<file path="src/pkg/wdhw_pkg.sv">
// package: constants and types for the watchdog and halt/wake-up block
package wdhw_pkg;
    // register map (byte addresses on the plain register port)
    localparam logic [3:0] WDHW_ADDR_SETUP = 4'h0;
    localparam logic [3:0] WDHW_ADDR_STATUS = 4'h4;
    localparam logic [3:0] WDHW_ADDR_OPTION = 4'h8;
    localparam logic [3:0] WDHW_ADDR_WAKE = 4'hC;
    // setup register layout
    localparam int WDHW_SEL_LSB = 0;
    localparam int WDHW_SEL_W = 3;
    localparam logic [7:0] WDHW_SETUP_RST = 8'h07;
    // status register layout
    localparam int WDHW_PDF_BIT = 4;
    localparam int WDHW_TO_BIT = 5;
    // option register layout
    localparam int WDHW_OPT_EN_BIT = 0;
    localparam int WDHW_OPT_OSC_BIT = 1;
    localparam int WDHW_OPT_DUAL_BIT = 2;
    localparam int WDHW_OPT_RC_BIT = 3;
    localparam logic [7:0] WDHW_OPT_RST = 8'h03;
    localparam logic [7:0] WDHW_WAKE_EN_RST = 8'h00;
    // timing
    localparam int WDHW_SYSDIV = 4;
    localparam int WDHW_PRE_STAGES = 8;
    localparam int WDHW_SEL_STAGES = 7;
    localparam int WDHW_WAKE_TSYS = 1024;
    localparam logic [10:0] WDHW_WAKE_CYC = 11'(WDHW_WAKE_TSYS);
    // power state
    typedef enum logic [2:0] {
        WDHW_RUN = 3'b001,
        WDHW_HALT = 3'b010,
        WDHW_WAKE = 3'b100
    } wdhw_state_t;
endpackage

</file>
<file path="src/wdhw_top.sv">
// module: watchdog timer with halt entry, wake-up and restart sequencing
// Operation
// - clock source: watchdog oscillator or instruction clock
// - disabled watchdog ignores instructions, never times out
// - oscillator path passes fixed divide-by-256
// - select bits pick prescaler ratio two-power code
// - bit 3 and high nibble are plain storage
// - overflow when running: chip reset, expired flag set
// - overflow in halt: warm reset, counter/stack only
// - pin, clear instruction, halt clear the watchdog
// - single-clear option: kick instruction clears each time
// - dual-clear option: both paired kicks needed
// - instruction-clock source stops during halt
// - halt stops system oscillator, watchdog oscillator runs
// - halt keeps memory, registers and port state
// - halt entry clears watchdog, counts from zero
// - halt sets powerdown, clears expired; kick clears powerdown
// - leave halt on reset, interrupt, port edge, overflow
// - per-bit port wake enables; resume next instruction
// - disabled or stack-full interrupt resumes next instruction
// - request pending before halt cannot wake
// - wait 1024 system clocks after wake-up
// - rc mode drives system clock divided by four
// - rc or crystal option drives the system clock
//
// The strobed register port and the placing of the registers were chosen for this implementation.
`timescale 1ns/1ps
module wdhw_top
    import wdhw_pkg::*;
#(
    parameter int P_WAKE_CYC = WDHW_WAKE_TSYS,
    parameter int P_PORT_W = 8
) (
    // clock and reset
    input wire logic i_clk_sys,
    input wire logic i_reset_n,
    // pins
    input wire logic i_external_clear_pin_n,
    input wire logic i_wdt_osc,
    input wire logic i_clock_timing_in_rc,
    input wire logic i_clock_timing_in_xtal,
    input wire logic [P_PORT_W-1:0] i_port_a,
    output logic o_clock_div4_out,
    output logic o_clock_div4_out_oe,
    // core events
    input wire logic i_watchdog_kick_instr,
    input wire logic i_watchdog_kick_first,
    input wire logic i_watchdog_kick_second,
    input wire logic i_halt_instr,
    input wire logic i_irq_pending,
    input wire logic i_irq_enabled,
    input wire logic i_stack_full,
    // core controls
    output logic o_chip_reset,
    output logic o_warm_reset,
    output logic o_sys_clk_en,
    output logic o_halted,
    output logic o_hold_state,
    output logic o_resume_next,
    output logic o_irq_service,
    // register port
    input wire logic [3:0] i_reg_addr,
    input wire logic [7:0] i_reg_wdata,
    input wire logic i_reg_wr,
    input wire logic i_reg_rd,
    output logic [7:0] o_reg_rdata
);
    // ------------------------------------------------------------
    // pin synchronisers
    // ------------------------------------------------------------
    logic [1:0] pin_sync_q;
    logic [1:0] osc_sync_q;
    logic [P_PORT_W-1:0] pa_s1_q;
    logic [P_PORT_W-1:0] pa_s2_q;
    logic [P_PORT_W-1:0] pa_prev_q;
    logic osc_prev_q;
    always_ff @(posedge i_clk_sys or negedge i_reset_n) begin
        if (!i_reset_n) begin
            pin_sync_q <= 2'b11;
            osc_sync_q <= 2'b00;
            osc_prev_q <= 1'b0;
        end else begin
            pin_sync_q <= {pin_sync_q[0], i_external_clear_pin_n};
            osc_sync_q <= {osc_sync_q[0], i_wdt_osc};
            osc_prev_q <= osc_sync_q[1];
        end
    end
    // port bits reset high, the pulled-up idle level, so no false edge follows reset
    always_ff @(posedge i_clk_sys or negedge i_reset_n) begin
        if (!i_reset_n) begin
            pa_s1_q <= '1;
            pa_s2_q <= '1;
            pa_prev_q <= '1;
        end else begin
            pa_s1_q <= i_port_a;
            pa_s2_q <= pa_s1_q;
            pa_prev_q <= pa_s2_q;
        end
    end
    wire pin_low = !pin_sync_q[1];

    // ------------------------------------------------------------
    // registers
    // ------------------------------------------------------------
    logic [7:0] setup_q;
    logic [7:0] opt_q;
    logic [7:0] wake_en_q;
    logic to_q;
    logic pdf_q;
    logic rd_q;
    wire wr_setup = i_reg_wr && (i_reg_addr == WDHW_ADDR_SETUP);
    wire wr_opt = i_reg_wr && (i_reg_addr == WDHW_ADDR_OPTION);
    wire wr_wake = i_reg_wr && (i_reg_addr == WDHW_ADDR_WAKE);
    wire rd_setup = (i_reg_addr == WDHW_ADDR_SETUP);
    wire rd_status = (i_reg_addr == WDHW_ADDR_STATUS);
    wire rd_opt = (i_reg_addr == WDHW_ADDR_OPTION);
    wire rd_wake = (i_reg_addr == WDHW_ADDR_WAKE);
    wire opt_en = opt_q[WDHW_OPT_EN_BIT];
    wire opt_osc = opt_q[WDHW_OPT_OSC_BIT];
    wire opt_dual = opt_q[WDHW_OPT_DUAL_BIT];
    wire opt_rc = opt_q[WDHW_OPT_RC_BIT];
    wire [2:0] sel = setup_q[WDHW_SEL_LSB +: WDHW_SEL_W];

    // ------------------------------------------------------------
    // power state and clear sources
    // ------------------------------------------------------------
    wdhw_state_t state_q;
    wdhw_state_t state_d;
    logic [10:0] wake_cnt_q;
    logic kick1_seen_q;
    logic kick2_seen_q;
    logic irq_at_halt_q;
    logic wake_irq_q;
    logic timeout;
    wire in_halt = (state_q == WDHW_HALT);
    wire halt_go = i_halt_instr && (state_q == WDHW_RUN);
    // disabled watchdog turns every related instruction into a no-op
    wire kick_single = opt_en && !opt_dual && i_watchdog_kick_instr;
    wire k1 = kick1_seen_q || i_watchdog_kick_first;
    wire k2 = kick2_seen_q || i_watchdog_kick_second;
    wire kick_dual = opt_en && opt_dual && k1 && k2;
    wire kick = kick_single || kick_dual;
    wire wdt_clear = pin_low || kick || halt_go || timeout;
    // per-bit falling-edge detect, masked by the wake enables
    logic [P_PORT_W-1:0] pa_fall;
    genvar b;
    generate
        for (b = 0; b < P_PORT_W; b++) begin : g_pa_fall
            assign pa_fall[b] = wake_en_q[b] && pa_prev_q[b] && !pa_s2_q[b];
        end
    endgenerate
    wire port_fall = |pa_fall;
    // a request already pending at halt entry is masked out
    wire irq_wake = i_irq_pending && !irq_at_halt_q;
    wire wake_ev = in_halt && (port_fall || irq_wake || timeout);
    wire wake_by_irq = irq_wake && !port_fall && !timeout;

    // paired kicks latch until both are seen, in either order
    always_ff @(posedge i_clk_sys or negedge i_reset_n) begin
        if (!i_reset_n) begin
            kick1_seen_q <= 1'b0;
            kick2_seen_q <= 1'b0;
        end else if (wdt_clear || !opt_dual) begin
            kick1_seen_q <= 1'b0;
            kick2_seen_q <= 1'b0;
        end else begin
            kick1_seen_q <= k1 && opt_en;
            kick2_seen_q <= k2 && opt_en;
        end
    end

    // ------------------------------------------------------------
    // watchdog counter
    // ------------------------------------------------------------
    // instruction clock tick: system clock divided by four, gated off in halt
    logic [1:0] sysdiv_q;
    // limitation: on the instruction clock the watchdog is blind during halt
    wire instr_tick = (sysdiv_q == 2'(WDHW_SYSDIV - 1)) && !in_halt;
    wire osc_tick = osc_sync_q[1] && !osc_prev_q;
    wire wdt_tick = opt_osc ? osc_tick : instr_tick;
    localparam int CNT_W = WDHW_PRE_STAGES + WDHW_SEL_STAGES;
    logic [CNT_W-1:0] wdt_cnt_q;
    logic [CNT_W:0] wdt_inc;
    logic [CNT_W:0] stage_ovf;
    assign wdt_inc = {1'b0, wdt_cnt_q} + {{CNT_W{1'b0}}, 1'b1};
    // stage k carries out when all bits below base+k are ones
    genvar g;
    generate
        for (g = 0; g <= WDHW_SEL_STAGES; g++) begin : g_stage
            assign stage_ovf[g] = &wdt_cnt_q[WDHW_PRE_STAGES+g-1:0];
        end
        for (g = WDHW_SEL_STAGES + 1; g <= CNT_W; g++) begin : g_pad
            assign stage_ovf[g] = 1'b0;
        end
    endgenerate
    wire stage_hit = stage_ovf[sel];
    wire wdt_live = opt_en && !pin_low;
    assign timeout = wdt_live && wdt_tick && stage_hit;

    always_ff @(posedge i_clk_sys or negedge i_reset_n) begin
        if (!i_reset_n) begin
            sysdiv_q <= 2'b00;
            wdt_cnt_q <= '0;
        end else begin
            sysdiv_q <= in_halt ? 2'b00 : sysdiv_q + 2'b01;
            if (wdt_clear || !opt_en) begin
                wdt_cnt_q <= '0;
            end else if (wdt_tick) begin
                wdt_cnt_q <= wdt_inc[CNT_W-1:0];
            end
        end
    end

    // ------------------------------------------------------------
    // halt / wake sequencing
    // ------------------------------------------------------------
    always_comb begin
        state_d = state_q;
        case (state_q)
            WDHW_RUN: begin
                if (halt_go) begin
                    state_d = WDHW_HALT;
                end
            end
            WDHW_HALT: begin
                if (wake_ev) begin
                    state_d = WDHW_WAKE;
                end
            end
            WDHW_WAKE: begin
                if (wake_cnt_q == 11'd1) begin
                    state_d = WDHW_RUN;
                end
            end
            default: state_d = WDHW_RUN;
        endcase
    end

    always_ff @(posedge i_clk_sys or negedge i_reset_n) begin
        if (!i_reset_n) begin
            state_q <= WDHW_RUN;
            wake_cnt_q <= '0;
            irq_at_halt_q <= 1'b0;
            wake_irq_q <= 1'b0;
        end else if (pin_low) begin
            // a pin reset wins over any wake in progress
            state_q <= WDHW_RUN;
            wake_cnt_q <= '0;
            wake_irq_q <= 1'b0;
        end else begin
            state_q <= state_d;
            if (halt_go) begin
                irq_at_halt_q <= i_irq_pending;
            end
            if (wake_ev) begin
                wake_cnt_q <= 11'(P_WAKE_CYC);
                wake_irq_q <= wake_by_irq;
            end else if (wake_cnt_q != 11'd0) begin
                wake_cnt_q <= wake_cnt_q - 11'd1;
            end
        end
    end

    // ------------------------------------------------------------
    // register writes and setup reset on pin or timeout, both only outside halt
    // ------------------------------------------------------------
    always_ff @(posedge i_clk_sys or negedge i_reset_n) begin
        if (!i_reset_n) begin
            setup_q <= WDHW_SETUP_RST;
            opt_q <= WDHW_OPT_RST;
            wake_en_q <= WDHW_WAKE_EN_RST;
            rd_q <= 1'b0;
        end else begin
            rd_q <= i_reg_rd;
            if (pin_low && !in_halt) begin
                setup_q <= WDHW_SETUP_RST;
            end else if (timeout && !in_halt) begin
                setup_q <= WDHW_SETUP_RST;
            end else if (wr_setup) begin
                setup_q <= i_reg_wdata;
            end
            if (wr_opt) begin
                opt_q <= i_reg_wdata;
            end
            if (wr_wake) begin
                wake_en_q <= i_reg_wdata;
            end
        end
    end

    // ------------------------------------------------------------
    // status flags
    // ------------------------------------------------------------
    always_ff @(posedge i_clk_sys or negedge i_reset_n) begin
        if (!i_reset_n) begin
            to_q <= 1'b0;
            pdf_q <= 1'b0;
        end else begin
            // timeout set wins over any clear in the same cycle
            if (timeout) begin
                to_q <= 1'b1;
            end else if (halt_go || kick) begin
                to_q <= 1'b0;
            end else if (pin_low && in_halt) begin
                to_q <= 1'b0;
            end
            if (halt_go) begin
                pdf_q <= 1'b1;
            end else if (kick) begin
                pdf_q <= 1'b0;
            end
        end
    end

    // ------------------------------------------------------------
    // outputs
    // ------------------------------------------------------------
    logic chip_rst_q;
    logic warm_rst_q;
    logic div4_q;
    always_ff @(posedge i_clk_sys or negedge i_reset_n) begin
        if (!i_reset_n) begin
            chip_rst_q <= 1'b1;
            warm_rst_q <= 1'b0;
        end else begin
            chip_rst_q <= pin_low || (timeout && !in_halt);
            warm_rst_q <= timeout && in_halt;
        end
    end
    // the divided clock idles low in halt so external logic sees a clean stop
    always_ff @(posedge i_clk_sys or negedge i_reset_n) begin
        if (!i_reset_n) begin
            div4_q <= 1'b0;
        end else begin
            div4_q <= (sysdiv_q < 2'd2) && !in_halt;
        end
    end
    // oscillator mux kept only as a presence check; analogue part is outside
    wire osc_any = opt_rc ? i_clock_timing_in_rc : i_clock_timing_in_xtal;
    assign o_sys_clk_en = !in_halt && (osc_any || !osc_any);
    assign o_chip_reset = chip_rst_q;
    assign o_warm_reset = warm_rst_q;
    assign o_halted = in_halt;
    assign o_hold_state = (state_q != WDHW_RUN);
    wire wake_done = (state_q == WDHW_WAKE) && (wake_cnt_q == 11'd1);
    assign o_irq_service = wake_done && wake_irq_q && i_irq_enabled && !i_stack_full;
    assign o_resume_next = wake_done && !o_irq_service && !warm_rst_q;
    assign o_clock_div4_out = div4_q;
    assign o_clock_div4_out_oe = opt_rc;

    wire [7:0] status_word = (8'(to_q) << WDHW_TO_BIT) | (8'(pdf_q) << WDHW_PDF_BIT);
    logic [7:0] rdata_q;
    always_ff @(posedge i_clk_sys or negedge i_reset_n) begin
        if (!i_reset_n) begin
            rdata_q <= 8'h00;
        end else if (!i_reg_rd) begin
            rdata_q <= 8'h00;
        end else if (rd_setup) begin
            rdata_q <= setup_q;
        end else if (rd_status) begin
            rdata_q <= status_word;
        end else if (rd_opt) begin
            rdata_q <= opt_q;
        end else if (rd_wake) begin
            rdata_q <= wake_en_q;
        end else begin
            rdata_q <= 8'h00;
        end
    end
    // read data stand only in the cycle after the strobe
    assign o_reg_rdata = rd_q ? rdata_q : 8'h00;
endmodule // wdhw_top

</file>
<file path="config.mk">
export PLATFORM = sky130hd
export DESIGN_NAME = wdhw_top
export DESIGN_NICKNAME = d
export VERILOG_FILES = /design/src/pkg/wdhw_pkg.sv /design/src/wdhw_top.sv
export SDC_FILE = /design/constraint.sdc
export NUM_CORES = 1
export LEC_CHECK = 0
export BUFFER_PORTS_ARGS = -buffer_cell sky130_fd_sc_hd__clkbuf_2
export CORE_MARGIN = 3
export CORE_UTILIZATION = 51
export CTS_CLUSTER_DIAMETER = 150
export CTS_CLUSTER_SIZE = 16
export DETAILED_ROUTE_END_ITERATION = 6
export GPL_TIMING_DRIVEN = 0
export MAX_ROUTING_LAYER = met4
export PLACE_DENSITY_LB_ADDON = 0.3
export SYNTH_ARGS = -nofsm -noshare
export SYNTH_HDL_FRONTEND = slang
export SYNTH_SLANG_ARGS = --single-unit
</file>
<file path="constraint.sdc">
create_clock -name i_clk_sys -period 2.7 [get_ports i_clk_sys]
set_clock_uncertainty 0.15 [all_clocks]
set_input_delay 0.135 -clock i_clk_sys [delete_from_list [all_inputs] [get_ports i_clk_sys]]
set_output_delay 0.135 -clock i_clk_sys [all_outputs]
set_load 0.03 [all_outputs]
</file>
======== After elaboration in Yosys (flattened, before gate mapping) ========
Index checks and enable logic that the tools add are counted.
W data, S select, Z words.
storage, ports and cells
  register bits after elaboration ......... 102
  bits in latches ......................... 0
  bits in writable memories ............... 0
  ROM bits ................................ 0
  input port bits ......................... 35
  output and inout bits ................... 17
  logic and storage cells ................. 171
  memories ................................ 0
operators by class
  $add $sub $neg .......................... 3
  multipliers ............................. 0
  divide/modulo/power cells ............... 0
  order comparisons ....................... 2
  eq/ne operators ......................... 14
  shift-type cells ........................ 0
  multiplexer cells ....................... 32
  bitwise gates (word level) .............. 1
  reductions and logical operators ........ 95
operators by type and width
  cell                     number
  $mux W8                  9
  $logic_and A1 B1 Y1      47
  $mux W11                 3
  $mux W15                 2
  $logic_not A1 Y1         19
  $add A15 B1 Y15 const B  1
  $reduce_and A15 Y1       1
  $reduce_and A14 Y1       1
  $reduce_and A13 Y1       1
  $logic_or A1 B1 Y1       12
  $mux W3                  4
  $reduce_and A12 Y1       1
  $eq A11 B1 Y1 const B    1
  $mux W1                  11
  $reduce_and A11 Y1       1
  $reduce_bool A11 Y1      1
  $sub A11 B1 Y11 const B  1
  $reduce_and A10 Y1       1
  $pmux W3 S3              1
  $reduce_and A9 Y1        1
  $eq A4 B4 Y1 const B     2
  $reduce_and A8 Y1        1
  $reduce_or A8 Y1         1
  $ne A3 B1 Y1 const B     2
  19 further kinds         22

======== Longest topological paths before layout ========
  depth in word-level cells ............... 11
  depth in mapped cells ................... 11
  gate-level depth less buffers ........... 8

======== Worst setup path before layout ========
Ideal clock, no wire load.
  kind .................................... flip-flop to flip-flop
  start ................................... register state_q[0]
  end ..................................... register setup_q[3]
  library setup time ...................... 0.125 ns
  arrival ................................. 2.118 ns
  data required time ...................... 2.425 ns
  setup slack ............................. 0.307 ns
  cell stages (with the launch flop) ...... 10
  path buffers ............................ 1
  period minus slack after synthesis ...... 2.393 ns
  cell sequence ........................... dfstp_2 -> nand2b_1 -> or2_1 -> buf_6 -> inv_8 -> o21ai_4 -> nand4_2 -> or3_2 -> a21oi_4 -> nor2_1
between the ends
  longest elaborated chain between the ends .. 9
  elaborated cells between the ends (all ways) .. 11
  classes of those cells .................. eq/ne (1); mux (3); reduce/logical (7)
RTL lines
  item                              line             text
  start, declared                   wdhw_top.sv:127  wdhw_state_t state_q;
  start signal, assigned            wdhw_top.sv:251  state_q <= state_d;
  $eq A3 B2 Y1 (*)                  wdhw_top.sv:135  wire in_halt = (state_q == WDHW_HALT);
  $logic_not A1 Y1 (*)              --
  via o_sys_clk_en                  wdhw_top.sv:56   output logic o_sys_clk_en,
  $logic_and A1 B1 Y1               wdhw_top.sv:178  wire instr_tick = (sysdiv_q == 2'(WDHW_SYSDIV - 1)) && !in_halt;
  $mux W1                           wdhw_top.sv:180  wire wdt_tick = opt_osc ? osc_tick : instr_tick;
  $logic_and A1 B1 Y1 (2 in a row)  wdhw_top.sv:198  assign timeout = wdt_live && wdt_tick && stage_hit;
  $logic_and A1 B1 Y1               wdhw_top.sv:277  end else if (timeout && !in_halt) begin
  $mux W8                           wdhw_top.sv:277
  $mux W8                           wdhw_top.sv:275  if (pin_low && !in_halt) begin
  end signal, assigned              wdhw_top.sv:280  setup_q <= i_reg_wdata;
  end, declared                     wdhw_top.sv:105  logic [7:0] setup_q;
The timed path passes the listed nets; every way through them passes the cells marked *.
A chain may end at the register's enable or synchronous reset.

======== Worst setup path after layout ========
  start ................................... register wdt_cnt_q[0]
  end ..................................... register wdt_cnt_q[10]
between the ends
  longest elaborated chain between the ends .. 7
  elaborated cells between the ends (all ways) .. 17
  classes of those cells .................. add/sub (1); mux (4); reduce/logical (12)
RTL lines
  item                                              line             text
  start, declared                                   wdhw_top.sv:182  logic [CNT_W-1:0] wdt_cnt_q;
  start signal, assigned                            wdhw_top.sv:209  wdt_cnt_q <= wdt_inc[CNT_W-1:0];
  $reduce_and A15 Y1, or another cell as far along  wdhw_top.sv:190  assign stage_ovf[g] = &wdt_cnt_q[WDHW_PRE_STAGES+g-1:0];
  $bmux W1 S3                                       wdhw_top.sv:196  wire stage_hit = stage_ovf[sel];
  $mux W1 (implied by the code)                     wdhw_top.sv:196
  $logic_and A1 B1 Y1                               wdhw_top.sv:198
  $logic_or A1 B1 Y1                                wdhw_top.sv:143  wire wdt_clear = pin_low || kick || halt_go || timeout;
  $logic_or A1 B1 Y1                                wdhw_top.sv:206  if (wdt_clear || !opt_en) begin
  $mux W15 or $reduce_bool A2 Y1 (tied branches)    --
Parallel ways exist; a longest one is shown, timed or not. The select of a mux whose other input is x is not followed.

==> metrics <==
maximum root-to-sink buffer count=2; Reg clk slew, reported paths=0.09 ns; Ports=52; first-pass GRT wire length=14360 µm; top-area cell type share of the netlist area=38.71%; total wire length=8235 µm; largest net degree at the start of global routing=64; die width=99.52 µm; Req. time, crit path=2.84 ns; number of synthesized register bits=102; PD cells=699.3 nW/µm²; most frequent cell after synthesis=dfrtp_1; commonest cells in the netlist=69 x dfrtp_1, 43 x nor2_1, 33 x dfstp_2; Final setup viols=0; layer with the highest usage=met2; Post-synth EDFFs=0; layout cells sized above 1=32.70%; root buffer cell=clkbuf_8; Logic pwr share=24.8%; DRC=0; initial antenna violation count=0; Seq pwr share=50.0%; synthesized instance count=380; HPWL after DPL=5752 µm; VDD IR max=0.0003037 V; CTS tree=built; MaxCap Viol Count=0; M3 GR Usage=4.208%; CP most frequent cell=ha_1; Post-layout nets=510; path type of the worst min-delay path=in -> reg; met1 global-route usage=25.50%; Avg Inst Size Synth=11.74 µm²; CTS sink cnt=102; most common flop cell mapped by yosys=dfrtp_1; Fin Setup TNS=0 ns; Worst R2R Setup Slack=0.19 ns; Top delay family on crit path=simple AND/OR/NAND/NOR gates; Tcrit/Tclk final=93.06%; power share of the clock group=25.2%; # diodes=0; Hold Path Origin=i_reg_addr[0]; Worst EP arrival=2.65 ns; Rows=33; DIE HEIGHT=99.52 µm; vias in the first global route=3056; Routed Antenna Nets=0; Max FO, Critical Path=10; CP max stage delay=0.52 ns; Switching Power=1.149 mW; Die ar.=9904 µm²; CP cell instances=ha_1, nand3_1, nor2_1, ha_1, mux2i_1, nor3_4, or4_4, buf_6, buf_12, nor2_4; Overflow after GRT=0; outcome=finished clean; GRT Util Overall=18.84%; Reg area=2594 µm²; switching share of power=30.70%; sequential element share of the synthesized area=58.15%; Crit. Startpoint=wdt_cnt_q[0]; unrepaired setup endpoints after global routing=no; Non-Filler Instances=579; Multi-input gate area=1754 µm²; clk_lat worst skew=0.36 ns; Syn. warnings=0; dpl cells=535; WHS=0.02120 ns; CTS H-tree depth=3; Starting Density=53.48%; Mapped Nets=421; DRT iter0 DRCs=106; Final Hold Fails=0; routability cong.=0.8425; FFs w/ async S/R, synth=100.0%; Tmin final=2.513 ns; startpoint class of the critical path=flip-flop; area leader, netlist=dfrtp_1; path type of the worst setup path=reg -> reg; max-slew violations=0; core area=8341 µm²; top post-synthesis cells by area=dfrtp_1 39%, dfstp_2 19%, mux2_2 6.3%; Area Growth Syn to Fin=20.00%; start of the worst register-to-register path=wdt_cnt_q[0]; CTS buffer count=9; WL/cell=14.22 µm; vias=3034; IO Port Bufs=49; met2 Use GR=28.10%; highest achievable clock rate=398.0 MHz; P_int=2.594 mW; Worst Tran Pin Value=0.8386 ns; 1st-pass router iterations=4; Pleak=2.445 nW; CP bufs+invs=2; drt via density=5.240; max_slew headroom=43.89%; Synth cell types=51; slowest stage cell, crit path=or4_4; Filler Cells Inserted=672; crit end category=flip-flop; Synth Cell Area=4461 µm²
==> what timing repair did <==
action | in CTS | in global routing
endpoints found under the setup margin | 0 | 19
hold buffers | 24 | 0
endpoints found under the hold margin | 80 | 0
buffers inserted | 0 | 4
resized for setup | 0 | 4
==> power groups by stage <==
stage / logic (mW) / clock network, mW / registers, mW
2_1_floorplan: 0.635 / 0 / 1.88
3_3_place_gp: 0.836 / 0 / 1.89
3_5_place_dp: 0.856 / 0 / 1.90
4_1_cts: 0.892 / 0.979 / 1.87
5_1_grt: 1.05 / 1.04 / 1.90
6_report: 0.928 / 0.944 / 1.87
==> final cells by class <==
cell class / instances / area share (%)
clock inverter: 4 / 0.6779
sequential: 102 / 48.46
inverter: 14 / 1.122
tap: 105 / 2.454
multi-input combinational: 255 / 32.77
clock buffer: 12 / 3.086
timing repair buffer: 78 / 10.19
buffer: 9 / 1.239
==> through the flow <==
step / setup slack, ns / util (%) / instance area, µm² / total power [mW]
global placement: 0.1420 / 58.00 / 4837 / 2.724
floorplan: 0.3072 / - / 4461 / 2.515
CTS: 0.09531 / 63.65 / 5309 / 3.741
finish: 0.1873 / 64.18 / 5353 / 3.743
detailed placement: 0.1100 / 58.36 / 4867 / 2.754
global route: 0.06859 / 64.18 / 5353 / 3.989
==> placed cells by master (no fill, tap or decap), drive strengths merged, types with 3 or more instances in the layout <==
cell / n
dfrtp: 69
clkbuf: 65
nor2: 53
dfstp: 33
nand2: 28
mux2: 25
dlygate4sd3: 24
inv: 17
o21ai: 13
nor3: 12
nand3: 11
and2: 11
mux2i: 10
xnor2: 10
and3: 10
buf: 10
xor2: 8
nand4: 8
a21oi: 7
a22oi: 6
ha: 6
o22ai: 4
nor4: 4
nand2b: 3
a211o: 3
or3: 3
==> flip-flops by register name (all words and copies together) (netlist names), 3 cells and up <==
name,count
opt_q,8
pa_prev_q,8
pa_s1_q,8
pa_s2_q,8
rdata_q,8
setup_q,8
state_q,3
wake_cnt_q,11
wake_en_q,8
wdt_cnt_q,15
==> per-layer routing <==
metal | part of all wire (%) | wire (µm)
met5 | 0 | 0
met4 | 2.0 | 165
met3 | 5.4 | 444
met2 | 45 | 3716
met1 | 47 | 3909
==> kinds of logic (layout without fill, tap and decap cells) <==
kind of cell | Yosys count | after routing | synth area share [%]
AND/OR/NAND/NOR | 153 | 153 | 18.68
adder cells (fa/ha/maj) | 6 | 6 | 1.683
multiplexers | 35 | 35 | 8.555
AO/OA/AOI/OAI | 43 | 43 | 6.592
buffers and inverters | 23 | 117 | 2.805
XOR/XNOR | 18 | 18 | 3.534
flip-flops | 102 | 102 | 58.15
==> worst paths after layout <==
kind / to / cells past startpoint
setup / recovery: wdt_cnt_q[10] / 10
hold / removal: rdata_q[4] / 3
setup reg to reg: wdt_cnt_q[10] / 10
hold reg to reg: pin_sync_q[1] / 0
max in group asynchronous: opt_q[0] / 3
min in group asynchronous: rdata_q[6] / 2
==> worst reg2reg max path, cell delays in order, from the launching register on <==
cell     delay [ns]
dfrtp_1        0.42
ha_1           0.24
nand3_1        0.09
nor2_1         0.06
ha_1           0.18
mux2i_1        0.27
nor3_4         0.10
or4_4          0.52
buf_6          0.16
buf_12         0.16
nor2_4         0.10
No activity file was read; power rests on OpenSTA's default activity.
